[config.mk]
export PLATFORM = sky130hd
export DESIGN_NAME = return_and_rotate_carry_exec
export DESIGN_NICKNAME = d
export VERILOG_FILES = /design/src/core/return_and_rotate_carry_exec.v
export VERILOG_INCLUDE_DIRS = /design/src /design/src/pkg
export SDC_FILE = /design/constraint.sdc
export NUM_CORES = 1
export LEC_CHECK = 0
export ABC_AREA = 1
export BUFFER_PORTS_ARGS = -buffer_cell sky130_fd_sc_hd__buf_4
export CORE_ASPECT_RATIO = 0.8
export CORE_UTILIZATION = 42
export CTS_BUF_LIST = sky130_fd_sc_hd__clkbuf_8 sky130_fd_sc_hd__clkbuf_16
export CTS_CLUSTER_DIAMETER = 50
export CTS_CLUSTER_SIZE = 40
export DETAILED_ROUTE_END_ITERATION = 12
export GPL_ROUTABILITY_DRIVEN = 0
export HOLD_SLACK_MARGIN = 0.12
export PLACE_DENSITY_LB_ADDON = 0.3
export SETUP_SLACK_MARGIN = 0.02
export SYNTH_ARGS = -nofsm -noshare
export SYNTH_HDL_FRONTEND = slang
export SYNTH_SLANG_ARGS = --single-unit
[constraint.sdc]
create_clock -name clock -period 1.3 [get_ports clock]
set_input_delay 0.26 -clock clock [delete_from_list [all_inputs] [get_ports clock]]
set_output_delay 0.26 -clock clock [all_outputs]
set_load 0.03 [all_outputs]
[src/pkg/ret_rot_consts.vh]
`ifndef RET_ROT_CONSTS_VH
`define RET_ROT_CONSTS_VH
// opcode patterns (upper bits compared against the instruction word)
`define RETURN_OP_TOP    15'h0009
`define RETLIT_OP_TOP    8'h0c
`define ROTC_OP_TOP      6'h0d
// lowest instruction bit that each opcode pattern covers
`define RETURN_OP_LSB    1
`define RETLIT_OP_LSB    8
`define ROTC_OP_LSB      10
`define OP_MSB           15
// instruction field positions
`define SHADOW_BIT       0
`define DEST_BIT         9
`define ACCESS_BIT       8
`define LIT_MSB          7
`define LIT_LSB          0
`define FILE_MSB         7
`define FILE_LSB         0
// top bit of a data byte, also the access bank split bit
`define SIGN_BIT         7
`define ZERO_BYTE        8'h00
// status register bit positions
`define FLAG_C           0
`define FLAG_Z           2
`define FLAG_N           4
// quarter phase codes
`define PH_Q1            2'h0
`define PH_Q2            2'h1
`define PH_Q3            2'h2
`define PH_Q4            2'h3
// reset values and bank field width
`define RESET_BYTE       8'h00
`define RESET_WORD       16'h0000
`define RESET_ADDR       12'h000
`define RESET_BANK       4'h0
`define BANK_W           4
`endif

[src/core/return_and_rotate_carry_exec.v]
// Summary of operation
// - decode return as 0000 0000 0001 001s
// - return pops stack, top loads program counter
// - shadow bit one restores accumulator, flags, bank
// - shadow bit zero leaves those registers alone
// - rotate left, carry in bit0, bit7 out
// - destination bit zero writes accumulator, else file
// - access bit zero selects access bank
// - return with literal loads accumulator and pops
//
// Implementation choices: the address map and the strobed register port.
`timescale 1ns/1ns
`include "ret_rot_consts.vh"
module return_and_rotate_carry_exec #(
  parameter PC_W = 21
) (
  // clock and reset
  input wire clock,
  input wire rstn,
  // instruction issue, one word per instruction cycle
  input wire instr_valid,
  input wire [15:0] instr,
  // return stack side
  input wire [PC_W-1:0] top_of_return_stack,
  output wire stack_pop,
  // file register port
  output reg [11:0] file_addr,
  input wire [7:0] file_rdata,
  output reg file_we,
  output reg [7:0] file_wdata,
  // shadow copies
  input wire [7:0] accumulator_shadow,
  input wire [7:0] flags_shadow,
  input wire [3:0] bank_pointer_shadow,
  // live core state
  output reg [PC_W-1:0] pc,
  output reg [7:0] accumulator,
  output reg [7:0] flags,
  output reg [3:0] bank_select_register,
  output reg [7:0] pc_upper_latch,
  output reg [7:0] pc_high_latch,
  output wire busy
);

  // instruction classes held for the length of one instruction
  localparam K_NONE = 2'b00;
  localparam K_RET = 2'b01;
  localparam K_RETLIT = 2'b10;
  localparam K_ROTC = 2'b11;

  // quarter phase of the current instruction cycle
  reg [1:0] phase;
  // high through q1 of the idle cycle that follows a return
  reg second_cycle;
  // class of the word being executed, none when idle
  reg [1:0] instr_kind;
  // copy of the word being executed, its fields are read in q4
  reg [15:0] cur;
  // file register value fetched in q2 for the rotate
  reg [7:0] operand;

  // classify an instruction word
  function [1:0] decode;
    input [15:0] w;
    begin
      if (w[`OP_MSB:`RETURN_OP_LSB] == `RETURN_OP_TOP)
        decode = K_RET;
      else if (w[`OP_MSB:`RETLIT_OP_LSB] == `RETLIT_OP_TOP)
        decode = K_RETLIT;
      else if (w[`OP_MSB:`ROTC_OP_LSB] == `ROTC_OP_TOP)
        decode = K_ROTC;
      else
        decode = K_NONE;
    end
  endfunction

  // both kinds of return pop the stack and add an idle cycle
  function is_return;
    input [1:0] kind;
    begin
      is_return = (kind == K_RET) || (kind == K_RETLIT);
    end
  endfunction

  // phase decodes
  wire in_q1 = (phase == `PH_Q1);
  wire in_q2 = (phase == `PH_Q2);
  wire in_q4 = (phase == `PH_Q4);

  // a word is taken only in q1 of a fresh instruction cycle
  wire take = instr_valid && in_q1 && !second_cycle;

  // file address of the offered word, access bank or banked
  // the access bank splits on the top address bit: low half of
  // bank zero below it, top half of the last bank above it
  wire [11:0] access_addr = {{`BANK_W{instr[`SIGN_BIT]}},
                             instr[`FILE_MSB:`FILE_LSB]};
  wire [11:0] banked_addr = {bank_select_register,
                             instr[`FILE_MSB:`FILE_LSB]};

  // fields of the captured word
  wire shadow_sel = cur[`SHADOW_BIT];
  wire dest_file = cur[`DEST_BIT];
  wire [7:0] literal = cur[`LIT_MSB:`LIT_LSB];

  // rotate-through-carry result and carry out
  wire [7:0] rot_result = {operand[`SIGN_BIT-1:0], flags[`FLAG_C]};
  wire rot_carry = operand[`SIGN_BIT];
  wire rot_zero = (rot_result == `ZERO_BYTE);

  // pop in q4 of a return; the idle cycle holds no class
  assign stack_pop = is_return(instr_kind) && in_q4;
  // returns take two instruction cycles, the second a no-operation
  assign busy = second_cycle || !in_q1;

  // four phase sequencer; q1 waits until a word is taken, except in the idle cycle after a return
  always @(posedge clock) begin
    if (!rstn) begin
      phase <= `PH_Q1;
    end else begin
      case (phase)
        `PH_Q1: begin
          if (take || second_cycle)
            phase <= `PH_Q2;
        end
        `PH_Q2: phase <= `PH_Q3;
        `PH_Q3: phase <= `PH_Q4;
        `PH_Q4: phase <= `PH_Q1;
        default: phase <= `PH_Q1;
      endcase
    end
  end

  // idle cycle marker: set by q4 of a return, cleared in its q1
  // q2..q4 of the idle cycle are kept busy by the phase alone
  always @(posedge clock) begin
    if (!rstn) begin
      second_cycle <= 1'b0;
    end else if (in_q4 && is_return(instr_kind)) begin
      second_cycle <= 1'b1;
    end else if (in_q1) begin
      second_cycle <= 1'b0;
    end
  end

  // capture the word and form the file address at the taking edge
  // any other q1 clears the class, so an idle or no-operation
  // cycle can never repeat the previous instruction's work
  always @(posedge clock) begin
    if (!rstn) begin
      cur <= `RESET_WORD;
      instr_kind <= K_NONE;
      file_addr <= `RESET_ADDR;
    end else if (in_q1) begin
      if (take) begin
        cur <= instr;
        instr_kind <= decode(instr);
        if (instr[`ACCESS_BIT] == 1'b0)
          file_addr <= access_addr;
        else
          file_addr <= banked_addr;
      end else begin
        instr_kind <= K_NONE;
      end
    end
  end

  // file register operand is read in q2 of a rotate
  always @(posedge clock) begin
    if (!rstn) begin
      operand <= `RESET_BYTE;
    end else if (in_q2 && (instr_kind == K_ROTC)) begin
      operand <= file_rdata;
    end
  end

  // q4 write back: program counter, accumulator, flags, bank
  // the file write strobe is a single cycle after that edge
  always @(posedge clock) begin
    if (!rstn) begin
      file_we <= 1'b0;
      file_wdata <= `RESET_BYTE;
      pc <= {PC_W{1'b0}};
      accumulator <= `RESET_BYTE;
      flags <= `RESET_BYTE;
      bank_select_register <= `RESET_BANK;
    end else begin
      file_we <= 1'b0;
      if (in_q4) begin
        case (instr_kind)
          K_RET: begin
            pc <= top_of_return_stack;
            if (shadow_sel) begin
              accumulator <= accumulator_shadow;
              flags <= flags_shadow;
              bank_select_register <= bank_pointer_shadow;
            end
            // shadow bit clear: registers hold
          end
          K_RETLIT: begin
            accumulator <= literal;
            pc <= top_of_return_stack;
          end
          K_ROTC: begin
            if (dest_file == 1'b0) begin
              accumulator <= rot_result;
            end else begin
              file_we <= 1'b1;
              file_wdata <= rot_result;
            end
            // only c, n and z move; other flag bits are kept
            flags[`FLAG_C] <= rot_carry;
            flags[`FLAG_N] <= rot_result[`SIGN_BIT];
            flags[`FLAG_Z] <= rot_zero;
          end
          default: begin
          end
        endcase
      end
    end
  end

  // program counter latches: only reset writes them,
  // so a return leaves them at the zero that reset loaded
  always @(posedge clock) begin
    if (!rstn) begin
      pc_upper_latch <= `RESET_BYTE;
      pc_high_latch <= `RESET_BYTE;
    end
  end

endmodule

==> summary.md <==
| Metric | Value |
|---|---|
| Fin crit share | `123%` |
| Total power | `7.01 mW` |
| Seq/Total Area, Yosys | `45.9%` |
| Crit path arrival time | `1.87 ns` |
| Max Buffers Root-to-Sink | `2` |
| Final core occ | `76.3%` |
| Syn_area_per_cell | `7.62 um2` |
| Most common cell on crit path | `inv_2` |
| Via count | `3797` |
| Nets | `690` |
| Hold wc startpoint | `top_of_return_stack[17]` |
| Internal power | `4.55 mW` |
| Switch share | `35.1%` |
| Drt pass-1 iters | `5` |
| Final hold vios | `0` |
| Sequential cell fraction of total power | `38.0%` |
| CP max FO | `8` |
| Height of the die | `81.5 um` |
| Post-synth EDFFs | `0` |
| Min cycle time layout | `1.60 ns` |
| Die ar. | `8250 um2` |
| Clk root buf | `clkbuf_8` |
| Slowest cell on the critical path | `dfxtp_2` |
| ANT cells | `0` |
| Worst-path clk slew | `0.08 ns` |
| Crit path launch type | `register` |
| Worst slack, placed | `-0.182 ns` |
| Hold depth | `3` |
| Post-Layout Cell Count | `725` |
| R2R Setup Slk | `-0.30 ns` |
| Via/cell ratio | `5.24` |
| Final WS setup | `-0.298 ns` |
| Cells on worst reg2reg path | `9` |
| Core area | `7530 um2` |
| Hold WS | `0.134 ns` |
| Worst path required time | `1.57 ns` |
| Design area | `5750 um2` |
| Synthesized instance count | `435` |
| Worst min-delay path class | `in -> reg` |
| #FFs+latches synth | `76` |
| P_leak | `2.57 nW` |
| Clk Latency, worst-skew pair | `0.36 ns` |
| Switch Pwr | `2.46 mW` |
| Critical path cell sequence | `inv_2 -> ha_4 -> inv_2 -> or2_4 -> buf_6 -> nor2_8 -> buf_12 -> o21ai_2 -> a31oi_1` |
| Gate power share | `35.6%` |
| ANT nets after route | `0` |
| Top cell type's share of synthesized area | `45.9%` |
| Wire per inst | `17.7 um` |
| Clock Sinks | `76` |
| Synth area leader | `dfxtp_1` |
| Largest net degree at the start of global routing | `26` |
| Initial core utilization | `44.0%` |
| Row cnt | `28` |
| Vias in the first global route | `3690` |
| Power per Cell Area | `1220 nW/um2` |
| Worst ir drop on vdd | `0.00121 V` |
| CP delay by family, top | `buffers and inverters` |
| Clock group share of total power | `26.4%` |
| Synth cell types | `28` |
| Die Span X | `101 um` |
| Post-Route WL | `12800 um` |
| Io pins | `148` |
| R2R Path End | `file_addr[8]$_SDFFE_PN0P_` |
| Clock skew | `0.00931 ns` |
| Max incr delay on CP | `0.34 ns` |
| CTS tree | `built` |
| Max-Cap Viols | `0` |
| Synth cell count leaders | `77 x nor2_1, 76 x dfxtp_1, 61 x o21ai_0, 41 x a21oi_1, 41 x inv_1` |
| Placed inst area | `4550 um2` |
| Endpoints failing setup | `72` |
| H-tree Lvls | `3` |
| Top cells by area, synth | `dfxtp_1 46%, o21ai_0 9.2%, nor2_1 8.7%` |
| Status | `complete, but fails checks` |
| Mapped Area | `3310 um2` |
| Warnings from Yosys | `0` |
| Inserted Clock Buffers | `9` |
| Crit end category | `register` |
| Post-Route Setup TNS | `-12.53 ns` |
| Initial antenna violation count | `0` |
| IO Port Bufs | `131` |
| Bufs and invs on worst path | `4` |
| Ys async rst share | `0%` |
| First-pass GRT wire length | `17500 um` |
| DP Wirelength | `6930 um` |
| Hold Path End | `pc[17]$_SDFFE_PN0P_` |
| WS Path Type | `reg -> reg` |
| Placed Cells | `672` |
| RSZ-0062 raised after global routing | `true` |
| Failing checks | `setup timing` |
| GRT Residual Overflow | `0` |
| Reg-to-Reg Start | `phase[1]$_SDFFE_PN0P_` |
| DRC errors left | `0` |
| Syn-to-layout area delta | `73.5%` |
| Share of layout cells above drive strength 1 | `50.8%` |
| Main synth FF type | `dfxtp_1` |
| Pins Over Slew Limit | `0` |
| GRT Resource Usage Total | `28.0%` |
| 1st-iter DRT viols | `180` |
| Fmax | `0.626 GHz` |
| Most common cell in the netlist | `nor2_1` |
[what timing repair did]
item | CTS | global route
endpoints found under the setup margin | 76 | 77
resized for setup | 140 | 61
hold endpoints to repair | 8 | 0
hold buffers | 8 | 0
cloned | 6 | 1
setup buffers | 19 | 8
pin swaps | 30 | 28
[final cells by class]
type,count,area (um2)
flip-flops and latches,76,1540
clock buffers,10,138
well taps,105,131
inverters,45,201
repair buffers,198,1780
multi-input cells,285,1900
fillers,495,1780
clock inverters,6,63.8
[routing by layer]
| layer | wire [um] | part of all wire (%) | up-vias | track usage (%) |
|---|---|---|---|---|
| met1 | 4890 | 38 | 1767 | 32.4 |
| met3 | 800 | 6.2 | 72 | 6.81 |
| met5 | 0 | 0 | - | 0 |
| met4 | 756 | 5.9 | 0 | 12.0 |
| met2 | 6370 | 50 | 205 | 49.9 |
| li1 | - | - | 1753 | - |
[flip-flops by register name (all words and copies together) (netlist names), 2 cells and up]
name / count
accumulator: 8
bank_select_register: 4
file_addr: 12
file_wdata: 8
flags: 8
instr_kind: 2
operand: 8
pc: 21
phase: 2
[cell usage in the layout, fill, tap and decap left out, types with 3 or more instances in the layout]
master / netlist / layout
o221ai_1: 6 / 4
buf_16: 0 / 4
a21oi_2: 1 / 10
nor2_4: 0 / 20
inv_2: 3 / 7
nand3_2: 1 / 5
clkbuf_8: 0 / 10
nand2_1: 35 / 27
dlygate4sd3_1: 0 / 8
o21ai_1: 5 / 21
buf_12: 0 / 6
a31oi_1: 4 / 4
nand2_2: 1 / 3
buf_4: 25 / 154
a21oi_1: 41 / 31
ha_4: 0 / 4
nand2_4: 1 / 7
nand3_1: 19 / 14
dfxtp_1: 76 / 71
conb_1: 1 / 16
inv_1: 41 / 34
buf_6: 2 / 23
dfxtp_4: 0 / 3
nor2_2: 1 / 8
nand4_1: 3 / 3
nor2_1: 77 / 50
o21ai_2: 1 / 24
o21ai_0: 61 / 18
o21ai_4: 0 / 4
[cells by family (layout without fill, tap and decap cells)]
logic type | Yosys count | in the layout | synth area share [%]
simple gates | 140 | 141 | 18.0
fa+ha+maj | 7 | 7 | 2.64
buf+inv | 90 | 259 | 13.9
compound gates | 121 | 121 | 19.5
flops | 76 | 76 | 45.9
other cells | 1 | 16 | 0.113
[how the worst max path moves through the flow]
stage	slack (ns)	cells past startpoint	start	endpoint
after floorplan	-0.16	9	phase[0]$_SDFFE_PN0P_	file_addr[0]$_SDFFE_PN0P_
after global placement	-0.07	8	phase[1]$_SDFFE_PN0P_	file_addr[2]$_SDFFE_PN0P_
after detailed placement	-0.18	8	phase[1]$_SDFFE_PN0P_	file_addr[3]$_SDFFE_PN0P_
after CTS	-0.29	5	phase[1]$_SDFFE_PN0P_	busy
after global routing	-0.35	10	phase[1]$_SDFFE_PN0P_	file_addr[2]$_SDFFE_PN0P_
final	-0.30	9	phase[1]$_SDFFE_PN0P_	file_addr[8]$_SDFFE_PN0P_
[power groups by stage]
stage	clock, mW	combinational [mW]	sequential, mW
floorplan	0	1.09	2.71
global placement	0	1.68	2.65
detailed placement	0	1.71	2.67
CTS	1.87	2.19	2.64
global route	1.95	2.61	2.68
finish	1.85	2.49	2.67
[worst register-to-register path: stages (launching register included)]
cell	delay, ns
dfxtp_2	0.34
inv_2	0.08
ha_4	0.13
inv_2	0.04
or2_4	0.24
buf_6	0.14
nor2_8	0.15
buf_12	0.16
o21ai_2	0.07
a31oi_1	0.17
No activity file was read; power rests on OpenSTA's default activity.
